$ cat src/link_event_pkg.sv
// Shared constants for the link-layer event monitor: event codes, unit-mask
// field positions, message class codes and the power-state type.
// Assumes one link-layer clock; all users import this package whole.
package link_event_pkg;

  localparam int NUM_COUNTERS       = 4;
  localparam int NUM_SLOTS          = 3;
  localparam int LANES_DEFAULT      = 20;
  localparam int DISABLED_LANE_PCT  = 60;
  localparam int OCC_WIDTH_DEFAULT  = 5;
  localparam int EXT_WIDTH          = 24;

  // Event codes carried in the counter control register.
  localparam logic [7:0] EV_TX_FLITS     = 8'h02;
  localparam logic [7:0] EV_HDR_MATCH    = 8'h04;
  localparam logic [7:0] EV_FULL_POWER   = 8'h26;
  localparam logic [7:0] EV_PARTIAL      = 8'h27;
  localparam logic [7:0] EV_RX_ALLOC     = 8'h30;
  localparam logic [7:0] EV_RX_FILL      = 8'h32;
  localparam logic [7:0] EV_TX_SKIP      = 8'h41;

  // Unit-mask field positions.
  localparam int UMASK_SLOT_LSB  = 0;
  localparam int UMASK_TYPE_LSB  = 3;
  localparam int UMASK_CLASS_LSB = 0;
  localparam int UMASK_OPC_LSB   = 4;
  // Bit 32 of the control register is bit 0 of the extension field.
  localparam int EXT_OPC_EN_BIT  = 0;

  // Slot header type bits, in the order of unit-mask bits 7:3.
  localparam int TYPE_DATA    = 0;
  localparam int TYPE_LLCRD   = 1;
  localparam int TYPE_NULL    = 2;
  localparam int TYPE_LLCTRL  = 3;
  localparam int TYPE_PROTHDR = 4;
  localparam int TYPE_WIDTH   = 5;

  // Message class codes in the low unit-mask nibble.
  localparam logic [3:0] CLASS_REQUEST       = 4'h8;
  localparam logic [3:0] CLASS_PROBE         = 4'h9;
  localparam logic [3:0] CLASS_REPLY_NO_DATA = 4'ha;
  localparam logic [3:0] CLASS_REPLY_DATA    = 4'hc;
  localparam logic [3:0] CLASS_WRITE_BACK    = 4'hd;
  localparam logic [3:0] CLASS_NC_BYPASS     = 4'he;
  localparam logic [3:0] CLASS_NC_STANDARD   = 4'hf;

  typedef enum logic [1:0] {
    PWR_TRAINING,
    PWR_FULL,
    PWR_PARTIAL
  } power_state_type;

endpackage : link_event_pkg

$ cat src/link_power_tracker.sv
// Power-state tracker for one direction of the link.
// Assumes training and partial-width requests come from same-clock logic.
`timescale 1ns/1ps
module link_power_tracker
(
  input  wire logic clock_in,
  input  wire logic rst_in,
  input  wire logic training_in,
  input  wire logic partial_width_req_in,
  output logic      full_power_out,
  output logic      partial_width_out,
  output logic      partial_entry_out
);
  import link_event_pkg::*;

  power_state_type state_r;
  power_state_type state_nxt;
  logic            full_r;
  logic            full_nxt;
  logic            partial_r;
  logic            partial_nxt;
  logic            entry_r;
  logic            entry_nxt;

  // Training outranks everything; partial width is a sub-mode of full power.
  always_comb
  begin
    if (training_in)
      state_nxt = PWR_TRAINING;
    else if (partial_width_req_in)
      state_nxt = PWR_PARTIAL;
    else
      state_nxt = PWR_FULL;
    full_nxt    = (state_nxt != PWR_TRAINING);
    partial_nxt = (state_nxt == PWR_PARTIAL);
    entry_nxt   = (state_nxt == PWR_PARTIAL) && (state_r != PWR_PARTIAL);
  end

  always_ff @(posedge clock_in)
  begin
    if (rst_in)
    begin
      state_r   <= PWR_TRAINING;
      full_r    <= 1'b0;
      partial_r <= 1'b0;
      entry_r   <= 1'b0;
    end
    else
    begin
      state_r   <= state_nxt;
      full_r    <= full_nxt;
      partial_r <= partial_nxt;
      entry_r   <= entry_nxt;
    end
  end

  assign full_power_out    = full_r;
  assign partial_width_out = partial_r;
  assign partial_entry_out = entry_r;

  property p_entry_once;
    @(posedge clock_in) disable iff (rst_in)
    partial_entry_out |=> !partial_entry_out;
  endproperty
  a_entry_once: assert property (p_entry_once)
    else $error("partial-width entry pulse lasted more than one cycle");

endmodule : link_power_tracker

$ cat src/link_layer_event_monitor.sv
// Event selection for four link-layer performance counters, with the
// receive steering, transmit queue choice and lane control they observe.
// Assumes all inputs come from logic on the same link-layer clock and
// that an external counter core adds count_inc_out each cycle.
// Operation
// - Code 0x30 counts receive buffer allocations per unit-mask slot.
// - Code 0x32 adds receive queue fill every cycle per slot.
// - Received flits bypass the queue unless the ring is stalled.
// - Every event is available on counters 0 through 3.
// - Code 0x27 counts cycles with transmit in partial width.
// - Partial width disables 60% of the transmit lanes.
// - Rising-transition option makes code 0x27 count state entries.
// - Entry counting is unreliable while deep-sleep count is nonzero.
// - Power state is tracked separately for transmit and receive.
// - Code 0x26 counts full-power cycles including partial width.
// - Training cycles are not counted as full power.
// - Code 0x04 counts transmit headers matching extension filters.
// - Filters are ANDed within a slot, slot results ORed.
// - Low nibble picks class; bit 32 adds opcode match on 7:4.
// - Code 0x41 counts flits bypassing the transmit buffer.
// - Transmit queue is used in partial width or during retry.
// - Code 0x02 counts valid transmitted flits only.
// - Mask bits 0..2 pick slots; upper bits pick header types.
// - Type bits are ORed per chosen slot, results summed.
`timescale 1ns/1ps
module link_layer_event_monitor
#(
  parameter int LANES     = link_event_pkg::LANES_DEFAULT,
  parameter int OCC_WIDTH = link_event_pkg::OCC_WIDTH_DEFAULT
)
(
  input  wire logic clock_in,
  input  wire logic rst_in,
  input  wire logic [link_event_pkg::NUM_COUNTERS-1:0] counter_enable_in,
  input  wire logic [link_event_pkg::NUM_COUNTERS-1:0][7:0] event_code_in,
  input  wire logic [link_event_pkg::NUM_COUNTERS-1:0][7:0] unit_mask_in,
  input  wire logic [link_event_pkg::NUM_COUNTERS-1:0]
                    [link_event_pkg::EXT_WIDTH-1:0] unit_mask_ext_in,
  input  wire logic [link_event_pkg::NUM_COUNTERS-1:0] rising_edge_in,
  input  wire logic deep_sleep_count_nonzero_in,
  input  wire logic [link_event_pkg::NUM_SLOTS-1:0] rx_slot_valid_in,
  input  wire logic ring_stall_in,
  input  wire logic [link_event_pkg::NUM_SLOTS-1:0][OCC_WIDTH-1:0]
                    rx_queue_fill_in,
  input  wire logic tx_training_in,
  input  wire logic tx_partial_width_req_in,
  input  wire logic rx_training_in,
  input  wire logic rx_partial_width_req_in,
  input  wire logic tx_send_in,
  input  wire logic tx_retry_in,
  input  wire logic tx_flit_valid_in,
  input  wire logic [link_event_pkg::NUM_SLOTS-1:0]
                    [link_event_pkg::TYPE_WIDTH-1:0] tx_slot_type_in,
  input  wire logic [link_event_pkg::NUM_SLOTS-1:0] tx_hdr_valid_in,
  input  wire logic [link_event_pkg::NUM_SLOTS-1:0][3:0] tx_hdr_class_in,
  input  wire logic [link_event_pkg::NUM_SLOTS-1:0][3:0] tx_hdr_opcode_in,
  output logic      [link_event_pkg::NUM_COUNTERS-1:0][OCC_WIDTH+1:0]
                    count_inc_out,
  output logic      [link_event_pkg::NUM_COUNTERS-1:0] edge_unreliable_out,
  output logic      [link_event_pkg::NUM_SLOTS-1:0] rx_to_queue_out,
  output logic      tx_use_queue_out,
  output logic      [LANES-1:0] tx_lane_enable_out,
  output logic      tx_full_power_out,
  output logic      tx_partial_width_out,
  output logic      rx_full_power_out,
  output logic      rx_partial_width_out
);
  import link_event_pkg::*;

  localparam int INC_W          = OCC_WIDTH + 2;
  localparam int DISABLED_LANES = (LANES * DISABLED_LANE_PCT) / 100;
  localparam int ACTIVE_LANES   = LANES - DISABLED_LANES;

  // Lane split must come out whole, and fill sums must fit the increment.
  if ((LANES * DISABLED_LANE_PCT) % 100 != 0 || LANES < 5)
    $error("LANES must allow an exact 60 percent lane split");
  if (OCC_WIDTH < 1 || OCC_WIDTH > 16)
    $error("OCC_WIDTH out of supported range");

  function automatic logic [1:0] slot_sum
  (
    input logic [NUM_SLOTS-1:0] hits
  );
    slot_sum = {1'b0, hits[0]} + {1'b0, hits[1]} + {1'b0, hits[2]};
  endfunction : slot_sum

  function automatic logic legal_class
  (
    input logic [3:0] code
  );
    legal_class = (code == CLASS_REQUEST) || (code == CLASS_PROBE) ||
                  (code == CLASS_REPLY_NO_DATA) ||
                  (code == CLASS_REPLY_DATA) ||
                  (code == CLASS_WRITE_BACK) ||
                  (code == CLASS_NC_BYPASS) ||
                  (code == CLASS_NC_STANDARD);
  endfunction : legal_class

  // Per-direction power state.
  logic tx_full;
  logic tx_partial;
  logic tx_entry;

  link_power_tracker u_tx_power
  (
    .clock_in             (clock_in),
    .rst_in               (rst_in),
    .training_in          (tx_training_in),
    .partial_width_req_in (tx_partial_width_req_in),
    .full_power_out       (tx_full),
    .partial_width_out    (tx_partial),
    .partial_entry_out    (tx_entry)
  );

  link_power_tracker u_rx_power
  (
    .clock_in             (clock_in),
    .rst_in               (rst_in),
    .training_in          (rx_training_in),
    .partial_width_req_in (rx_partial_width_req_in),
    .full_power_out       (rx_full_power_out),
    .partial_width_out    (rx_partial_width_out),
    .partial_entry_out    ()
  );

  assign tx_full_power_out    = tx_full;
  assign tx_partial_width_out = tx_partial;

  // Path steering and lane control.
  logic [NUM_SLOTS-1:0] rx_alloc;
  logic                 tx_queue_sel;
  logic                 tx_skip;
  logic [NUM_SLOTS-1:0] rx_queue_r;
  logic [NUM_SLOTS-1:0] rx_queue_nxt;
  logic                 use_queue_r;
  logic                 use_queue_nxt;
  logic [LANES-1:0]     lanes_r;
  logic [LANES-1:0]     lanes_nxt;
  logic [LANES-1:0]     partial_mask;

  // Upper lanes are the ones shut down in partial width.
  assign partial_mask = {{DISABLED_LANES{1'b0}}, {ACTIVE_LANES{1'b1}}};

  always_comb
  begin
    rx_alloc      = rx_slot_valid_in & {NUM_SLOTS{ring_stall_in}};
    tx_queue_sel  = tx_partial | tx_retry_in;
    tx_skip       = tx_send_in & ~tx_queue_sel;
    rx_queue_nxt  = rx_alloc;
    use_queue_nxt = tx_queue_sel;
    lanes_nxt     = tx_partial ? partial_mask : {LANES{1'b1}};
  end

  always_ff @(posedge clock_in)
  begin
    if (rst_in)
    begin
      rx_queue_r  <= '0;
      use_queue_r <= 1'b0;
      lanes_r     <= '0;
    end
    else
    begin
      rx_queue_r  <= rx_queue_nxt;
      use_queue_r <= use_queue_nxt;
      lanes_r     <= lanes_nxt;
    end
  end

  assign rx_to_queue_out    = rx_queue_r;
  assign tx_use_queue_out   = use_queue_r;
  assign tx_lane_enable_out = lanes_r;

  // Event selection, one copy per counter.
  for (genvar c = 0; c < NUM_COUNTERS; c++)
  begin : g_counter
    logic [INC_W-1:0]     inc_r;
    logic [INC_W-1:0]     inc_nxt;
    logic                 unrel_r;
    logic                 unrel_nxt;
    logic [NUM_SLOTS-1:0] slot_sel;
    logic [NUM_SLOTS-1:0] hdr_hit;
    logic [NUM_SLOTS-1:0] flit_hit;
    logic [TYPE_WIDTH-1:0] type_sel;
    logic [3:0]           cls_sel;
    logic [3:0]           opc_sel;
    logic                 opc_en;

    always_comb
    begin
      slot_sel = unit_mask_in[c][UMASK_SLOT_LSB +: NUM_SLOTS];
      type_sel = unit_mask_in[c][UMASK_TYPE_LSB +: TYPE_WIDTH];
      cls_sel  = unit_mask_in[c][UMASK_CLASS_LSB +: 4];
      opc_sel  = unit_mask_in[c][UMASK_OPC_LSB +: 4];
      opc_en   = unit_mask_ext_in[c][EXT_OPC_EN_BIT];
      for (int s = 0; s < NUM_SLOTS; s++)
      begin
        hdr_hit[s]  = tx_hdr_valid_in[s] && legal_class(cls_sel) &&
                      (tx_hdr_class_in[s] == cls_sel) &&
                      (!opc_en || tx_hdr_opcode_in[s] == opc_sel);
        flit_hit[s] = tx_flit_valid_in && slot_sel[s] &&
                      |(type_sel & tx_slot_type_in[s]);
      end
      inc_nxt   = '0;
      unrel_nxt = counter_enable_in[c] && rising_edge_in[c] &&
                  (event_code_in[c] == EV_PARTIAL) &&
                  deep_sleep_count_nonzero_in;
      if (counter_enable_in[c])
      begin
        unique case (event_code_in[c])
          EV_RX_ALLOC:
            inc_nxt = INC_W'(slot_sum(slot_sel & rx_alloc));
          EV_RX_FILL:
            inc_nxt = (slot_sel[0] ? INC_W'(rx_queue_fill_in[0]) : '0) +
                      (slot_sel[1] ? INC_W'(rx_queue_fill_in[1]) : '0) +
                      (slot_sel[2] ? INC_W'(rx_queue_fill_in[2]) : '0);
          EV_PARTIAL:
            inc_nxt = INC_W'(rising_edge_in[c] ? tx_entry
                                               : tx_partial);
          EV_FULL_POWER:
            inc_nxt = INC_W'(tx_full);
          EV_HDR_MATCH:
            inc_nxt = INC_W'(|hdr_hit);
          EV_TX_SKIP:
            inc_nxt = INC_W'(tx_skip);
          EV_TX_FLITS:
            inc_nxt = INC_W'(slot_sum(flit_hit));
          default:
            inc_nxt = '0;
        endcase
      end
    end

    always_ff @(posedge clock_in)
    begin
      if (rst_in)
      begin
        inc_r   <= '0;
        unrel_r <= 1'b0;
      end
      else
      begin
        inc_r   <= inc_nxt;
        unrel_r <= unrel_nxt;
      end
    end

    assign count_inc_out[c]       = inc_r;
    assign edge_unreliable_out[c] = unrel_r;
  end

  // Each check watches at most one counter, plus the shared steering outputs.
  property p_rx_alloc;
    @(posedge clock_in) disable iff (rst_in)
    (counter_enable_in[0] && event_code_in[0] == EV_RX_ALLOC &&
     unit_mask_in[0] == 8'h07 && rx_slot_valid_in == 3'h7 && ring_stall_in)
    |=> count_inc_out[0] == INC_W'(3);
  endproperty
  a_rx_alloc: assert property (p_rx_alloc)
    else $error("allocation count wrong for three stalled slots");

  property p_rx_fill;
    @(posedge clock_in) disable iff (rst_in)
    (counter_enable_in[0] && event_code_in[0] == EV_RX_FILL &&
     unit_mask_in[0][2:0] == 3'h5)
    |=> count_inc_out[0] == INC_W'($past(rx_queue_fill_in[0])) +
                            INC_W'($past(rx_queue_fill_in[2]));
  endproperty
  a_rx_fill: assert property (p_rx_fill)
    else $error("fill increment does not match selected slots");

  property p_rx_bypass;
    @(posedge clock_in) disable iff (rst_in)
    !ring_stall_in |=> rx_to_queue_out == 3'h0;
  endproperty
  a_rx_bypass: assert property (p_rx_bypass)
    else $error("flit queued while ring not stalled");

  property p_partial_cycles;
    @(posedge clock_in) disable iff (rst_in)
    (counter_enable_in[1] && event_code_in[1] == EV_PARTIAL &&
     !rising_edge_in[1] && tx_partial_width_out)
    |=> count_inc_out[1] == INC_W'(1);
  endproperty
  a_partial_cycles: assert property (p_partial_cycles)
    else $error("partial-width cycle not counted");

  property p_lanes;
    @(posedge clock_in) disable iff (rst_in)
    tx_partial_width_out |=> tx_lane_enable_out == partial_mask;
  endproperty
  a_lanes: assert property (p_lanes)
    else $error("lane enables wrong in partial width");

  property p_edge_count;
    @(posedge clock_in) disable iff (rst_in)
    (counter_enable_in[2] && event_code_in[2] == EV_PARTIAL &&
     rising_edge_in[2] && tx_partial_width_out && $past(tx_partial_width_out))
    |=> count_inc_out[2] == '0;
  endproperty
  a_edge_count: assert property (p_edge_count)
    else $error("entry count advanced while staying in partial width");

  property p_training;
    @(posedge clock_in) disable iff (rst_in)
    (tx_training_in && counter_enable_in[0] &&
     event_code_in[0] == EV_FULL_POWER) ##1
    (counter_enable_in[0] && event_code_in[0] == EV_FULL_POWER)
    |=> count_inc_out[0] == '0;
  endproperty
  a_training: assert property (p_training)
    else $error("training cycle counted as full power");

  property p_retry_queue;
    @(posedge clock_in) disable iff (rst_in)
    (tx_retry_in && tx_send_in && counter_enable_in[3] &&
     event_code_in[3] == EV_TX_SKIP)
    |=> tx_use_queue_out && count_inc_out[3] == '0;
  endproperty
  a_retry_queue: assert property (p_retry_queue)
    else $error("retry did not force the transmit queue");

  property p_no_slot;
    @(posedge clock_in) disable iff (rst_in)
    (event_code_in[2] == EV_TX_FLITS && unit_mask_in[2][2:0] == 3'h0)
    |=> count_inc_out[2] == '0;
  endproperty
  a_no_slot: assert property (p_no_slot)
    else $error("flits counted with no slot selected");

  property p_disabled;
    @(posedge clock_in) disable iff (rst_in)
    !counter_enable_in[1] |=> count_inc_out[1] == '0;
  endproperty
  a_disabled: assert property (p_disabled)
    else $error("disabled counter received an increment");

endmodule : link_layer_event_monitor

$ cat config.mk
export PLATFORM = sky130hd
export DESIGN_NAME = link_layer_event_monitor
export DESIGN_NICKNAME = d
export VERILOG_FILES = /design/src/link_event_pkg.sv /design/src/link_power_tracker.sv /design/src/link_layer_event_monitor.sv
export SDC_FILE = /design/constraint.sdc
export NUM_CORES = 1
export LEC_CHECK = 0
export ABC_CLOCK_PERIOD_IN_PS = 5280
export BUFFER_PORTS_ARGS = -buffer_cell sky130_fd_sc_hd__clkbuf_2
export CORE_AREA = 4 4 113 115
export CTS_BUF_LIST = sky130_fd_sc_hd__clkbuf_8
export DETAILED_ROUTE_END_ITERATION = 10
export DIE_AREA = 0 0 117 119
export MAX_ROUTING_LAYER = met4
export PLACE_DENSITY = 0.79
export SLEW_MARGIN = 25
export SYNTH_ARGS = -nofsm -noshare
export SYNTH_HDL_FRONTEND = slang
export SYNTH_SLANG_ARGS = --single-unit
$ cat constraint.sdc
create_clock -name clock_in -period 5.28 [get_ports clock_in]
set_clock_uncertainty 0.2 [all_clocks]
set_input_delay 0.264 -clock clock_in [delete_from_list [all_inputs] [get_ports clock_in]]
set_output_delay 0.264 -clock clock_in [all_outputs]
set_load 0.02 [all_outputs]
# After elaboration in Yosys (flattened, before gate mapping)
# Cells that the tools add are included.
classes:
  n_mux: 25
  n_lt_le_gt_ge: 0
  n_shift: 0
  multipliers: 0
  n_bitwise: 24
  n_addsub: 24
  n_reduce_logical: 135
  n_eq_ne: 83
  div_mod_pow: 0
op_table:
  columns: ["cell", "count"]
  rows:
  - ["$pmux W7 S7", 4]
  - ["$eq A8 B6 Y1 const B", 16]
  - ["$eq A4 B4 Y1 const B", 28]
  - ["$eq A4 B4 Y1", 24]
  - ["$logic_and A1 B1 Y1", 73]
  - ["$and A5 B5 Y5", 12]
  - ["$mux W5", 12]
  - ["$reduce_or A5 Y1", 12]
  - ["$logic_or A1 B1 Y1", 36]
  - ["$eq A8 B2 Y1 const B", 4]
  - ["$eq A8 B3 Y1 const B", 4]
  - ["$eq A8 B7 Y1 const B", 4]
  - ["$add A6 B5 Y7", 4]
  - ["$add A5 B5 Y6", 4]
  - ["$mux W20", 1]
  - ["$add A1 B1 Y2", 8]
  - ["$add A2 B1 Y2", 8]
  - ["$and A3 B3 Y3", 5]
  - ["$reduce_or A3 Y1", 4]
  - ["$mux W2", 4]
  - ["$reduce_or A2 Y1", 4]
  - ["$not A1 Y1", 5]
  - ["$eq A2 B2 Y1 const B", 2]
  - ["$logic_not A1 Y1", 4]
  - ["5 further kinds", 9]
word_totals:
  ff_bits: 63
  mem_bits_rw: 0
  out_inout_bits: 60
  rom_bits: 0
  wordCells: 308
  latch_bits: 0
  memories: 0
  inputBits: 239

# Logic depth before layout (Yosys ltp)
logic_depth:
  ltp_word: 12
  depth_mapped: 11

# Cells and area by module
# From an unflattened synthesis, not the netlist that was laid out.
unflattened:
  cells_unflattened: 700
  area_unflattened_um2: 5415.2
modules_own_cells:
  columns: ["module", "area_each_um2", "cells_each", "seq_area_each_um2", "n_inst"]
  rows:
  - ["link_layer_event_monitor", 5190.0, 682, 760.7, 1]
  - ["link_power_tracker", 112.6, 9, 80.1, 2]

# Worst setup path after synthesis
# Ideal clock, no wire load.
synth_timing:
  path_type: "input to register"
  from: "input unit_mask_in[2] (netlist bit)"
  to: "register g_counter[0].inc_r[5]"
  path_slack_ns: 2.507
  path_stages: 11
  t_arrival_ns: 2.458
  n_path_buf: 2
  path_cell_list: "clkbuf_1 > buf_2 > nand2_1 > fa_1 > inv_1 > ha_1 > fa_1 > a21o_1 > a21oi_1 > xnor2_1 > nor2_1"
synth_via:
  elab_chain_cells: 3
synth_lines:
  columns: ["item", "line_no", "rtl"]
  rows:
  - ["start: declaration", "link_layer_event_monitor.sv:36", "input wire logic [link_event_pkg::NUM_COUNTERS-1:0][7:0] unit_mask_in,"]
  - ["$mux W5", "link_layer_event_monitor.sv:216", "(slot_sel[2] ? INC_W'(rx_queue_fill_in[2]) : '0);"]
  - ["$add A6 B5 Y7", "link_layer_event_monitor.sv:215", "(slot_sel[1] ? INC_W'(rx_queue_fill_in[1]) : '0) +"]
  - ["$pmux W7 S7", "link_layer_event_monitor.sv:210", "unique case (event_code_in[c])"]
  - ["end signal: assignment", "link_layer_event_monitor.sv:243", "inc_r <= inc_nxt;"]
  - ["end: declaration", "link_layer_event_monitor.sv:177", "logic [INC_W-1:0] inc_r;"]
# Every way passes these cells.
# A chain may end at the register's enable or synchronous reset.

# Worst setup path in the final report
layout_timing:
  from: "input unit_mask_in[18] (netlist bit)"
  to: "register g_counter[2].inc_r[5]"
layout_via:
  elab_chain_cells: 3
layout_lines:
  columns: ["item", "line_no"]
  rows:
  - ["$mux W5", "link_layer_event_monitor.sv:216"]
  - ["$add A6 B5 Y7", "link_layer_event_monitor.sv:215"]
  - ["$pmux W7 S7", "link_layer_event_monitor.sv:210"]
  - ["end signal: assignment", "link_layer_event_monitor.sv:243"]
  - ["end: declaration", "link_layer_event_monitor.sv:177"]
# Every way passes these cells.

==> key figures <==
CTS
  • H-Tree Depth: 2
  • Clock transition at the registers of the reported paths: 0.10 ns
  • Clock root buffer: clkbuf_8
  • Hold_buf cts: 8
  • CTS Sinks: 44
  • Clock latency on the worst-skew pair: 0.31 ns
  • Post_cts resized: 0
  • # Post-CTS Setup Buffers: 0
  • Num CTS Buffers: 5
  • CTS tree: done
  • Clock Path Buffers: 2

Timing
  • Fin Setup TNS: 0 ns
  • Hold Fails Final Rpt: 0
  • Actual transition at the worst max-transition pin: 0.661 ns
  • Final min period: 2.61 ns
  • RSZ-0062 raised after global routing: false
  • Fmax achieved: 0.383 GHz
  • Slew headroom: 54.8%
  • Period utilization: 49.4%
  • Final setup fails: 0
  • Final-report max-slew violation count: 0

Floorplanning
  • Die W: 117 um
  • Core area: 11800 sq um
  • Num rows: 40
  • # IOs: 299
  • Die area: 13900 sq um
  • Initial Util: 43.7%
  • Die H: 119 um

Placement
  • Post-DP HPWL: 14700 um
  • RePlAce Congestion: 0.982
  • Cells after DPL: 946
  • PortBufs: 206

Yosys
  • Library cells used by synthesis: 60
  • Simple logic cell fraction of the synthesized area: 24.7%
  • Yosys top cell by area: dfxtp_1
  • Post-synth EDFFs: 0
  • Seq cells post-synth: 44
  • Synth Area per Inst: 7.89 sq um
  • Post-Synth XOR/XNOR Area: 15.6%
  • Ys async rst share: 0%
  • Synth warn: 0
  • Mux contribution to synthesized area: 1.36%
  • Most common flop cell mapped by yosys: dfxtp_1
  • Largest family of logic cells by synthesized area: simple AND/OR/NAND/NOR gates
  • Synth top area share: 17.1%
  • Compound-gate portion of the synthesized area: 14.9%
  • Cell Area, Synth: 5160 sq um
  • Largest cells by area after synthesis: dfxtp_1, fa_1, xor2_1
  • Register area share after synthesis: 17.1%
  • Cells after Synth: 655
  • Synth Area in Adders: 16.3%
  • Syn nets: 942

Global routing
  • GRT Total Usage: 26.2%
  • Vias in the first global route: 5350
  • Total grt overflow: 0
  • Antenna violations before repair: 1
  • Largest net degree at the start of global routing: 16
  • First-pass GRT wire length: 27900 um

Cells and area
  • Commonest non-fill, non-tap cells in the layout: clkbuf_2, nand2_1, xor2_1
  • Layout area overhead: 20.1%
  • Most common cell after layout, fill and taps aside: clkbuf_2
  • Sequential cell area: 881 sq um
  • Area occupied by multi-input gates: 3760 sq um
  • Filler instances: 1172
  • Share of layout cells above drive strength 1: 27.2%
  • Fin cells: 963
  • Final nets: 1101

Job
  • Max-cap violations: 0

Power and ir drop
  • Clk pwr share: 23.1%
  • Sw Pwr: 390 uW
  • Power Density: 163 nW/um^2
  • Pleak: 3.07 nW
  • Sw Share: 38.7%
  • Combinational Power Share: 43.1%
  • Max VDD drop: 0.101 mV
  • Internal power: 617 uW
  • Sequential power share: 33.8%

Setup path
  • Critical path's slowest cell: fa_1
  • Largest stage delay, worst path: 0.55 ns
  • Reg2reg end: g_counter[3].inc_r[0]
  • Worst setup path startpoint: unit_mask_in[18]
  • Critical Path Sink: g_counter[2].inc_r[5]
  • Critical path class: in2reg
  • Reg2Reg Depth: 5
  • Crit path launch type: primary input
  • Critical path arrival: 2.60 ns
  • Most frequent CP cell: fa_1
  • CP endpoint kind: flip-flop
  • Worst path required time: 5.27 ns
  • R2r setup slk: 3.60 ns
  • Cells traversed along the worst timing path: clkbuf_2 > nand2_1 > fa_1 > inv_1 > ha_1 > fa_1 > a21o_1 > a21oi_1 > xnor2_1 > nor2_1
  • Crit-path max FO: 13
  • Worst r2r src: u_tx_power.partial_width_out

Outcome
  • Failing checks: design-rule violations
  • Status: finished with violations

Worst hold path
  • Hold Startpoint: rising_edge_in[1]
  • Hold WC Path Type: in2reg

Routing
  • Post-DR vias/cell: 5.70
  • Final WL: 18000 um
  • DRT Pass-1 Iters: 9
  • DRC viols: 1
  • DR top layer: met4
  • Metal-1 WL: 7640 um
  • Initial drt markers: 480
  • Met3 WL: 2090 um
  • Vias: 5491
  • DR WL/cell: 18.7 um
  • Remaining antenna violation count: 0
  • Met2 Wirelength: 7820 um
worst min-delay path by stage:
stage               slack, ns  depth (start not counted)                         to
global placement         0.23                          2  u_rx_power.full_power_out
detailed placement       0.23                          2  u_rx_power.full_power_out
global route             0.02                          3       g_counter[2].unrel_r
floorplan                0.14                          1  u_rx_power.full_power_out
finish                   0.01                          3       g_counter[1].unrel_r
CTS                     0.005                          3       g_counter[1].unrel_r
critical path, delay by kind of cell:
kind,cells,cell delay [ns]
simple gates,2,0.20
fa+ha+maj,3,1.26
buf+inv,2,0.37
xor+xnor,1,0.14
compound gates,2,0.36
logic make-up (layout without fill, tap and decap cells):
| family | Yosys count | in the layout |
|---|---|---|
| simple gates | 253 | 253 |
| buf+inv | 107 | 267 |
| compound gates | 104 | 104 |
| xor+xnor | 92 | 92 |
| fa+ha+maj | 48 | 48 |
| flops | 44 | 44 |
| mux | 7 | 7 |
| other cells | 0 | 1 |
final cells by class:
type	instances	share of cell area [%]
multi-input combinational	504	60.6
tap	147	2.97
clock inverter	2	0.182
sequential	44	14.2
clock buffer	6	1.33
antenna	1	0.0404
timing repair buffer	214	17.9
inverter	45	2.72
routing by layer:
layer | global-route usage [%] | vias to the layer above
li1 | - | 2569
met1 | 35.8 | 2541
met2 | 39.0 | 344
met3 | 5.79 | 37
met4 | 7.10 | 0
met5 | - | -
metrics by stage:
step	hold WS [ns]	power (mW)	cell area [sq um]	utilization (%)	worst slack, ns
finish	0.0107	1.01	6200	52.5	2.67
global route	0.0174	1.07	6200	52.5	2.53
CTS	0.00499	1.01	6200	52.5	2.66
detailed placement	0.231	0.772	6020	51.0	2.36
global placement	0.228	0.761	6020	51.0	2.39
floorplan	0.138	0.625	5160	-	2.51
cell usage after synthesis (5+ instances only):
library cell and number:
nand2_1 99, a22oi_1 13, a21oi_1 15, o41ai_1 5, buf_4 24, nand4_1 11, xor2_1 60, dfxtp_1 44
nand3_1 25, fa_1 32, nor3_1 21, clkbuf_1 25, inv_1 44, and3_1 18, o21ai_0 11, ha_1 16
a21o_1 11, buf_2 7, nor2b_1 7, nor2_1 30, nand4b_1 6, nor4_1 13, a222oi_1 12, o22ai_1 6
mux2i_1 7, xnor2_1 32
registers in the layout (all words and copies together), names as in the netlist:
signal                        cells
tx_lane_enable_out                2
g_counter.unrel_r                 4
u_tx_power.state_r                1
g_counter.inc_r                  28
u_rx_power.full_power_out         1
u_rx_power.partial_width_out      1
u_tx_power.partial_width_out      1
u_tx_power.partial_entry_out      1
tx_use_queue_out                  1
u_tx_power.full_power_out         1
rx_to_queue_out                   3
power by group through the flow:
stage / Sequential [mW] / Clock, mW / Combinational (mW)
after floorplan: 0.352 / 0 / 0.273
after global placement: 0.348 / 0 / 0.413
after detailed placement: 0.348 / 0 / 0.423
after CTS: 0.340 / 0.240 / 0.431
after global routing: 0.342 / 0.250 / 0.483
final: 0.340 / 0.233 / 0.434
Note: power is estimated with default switching activity, not from simulation.
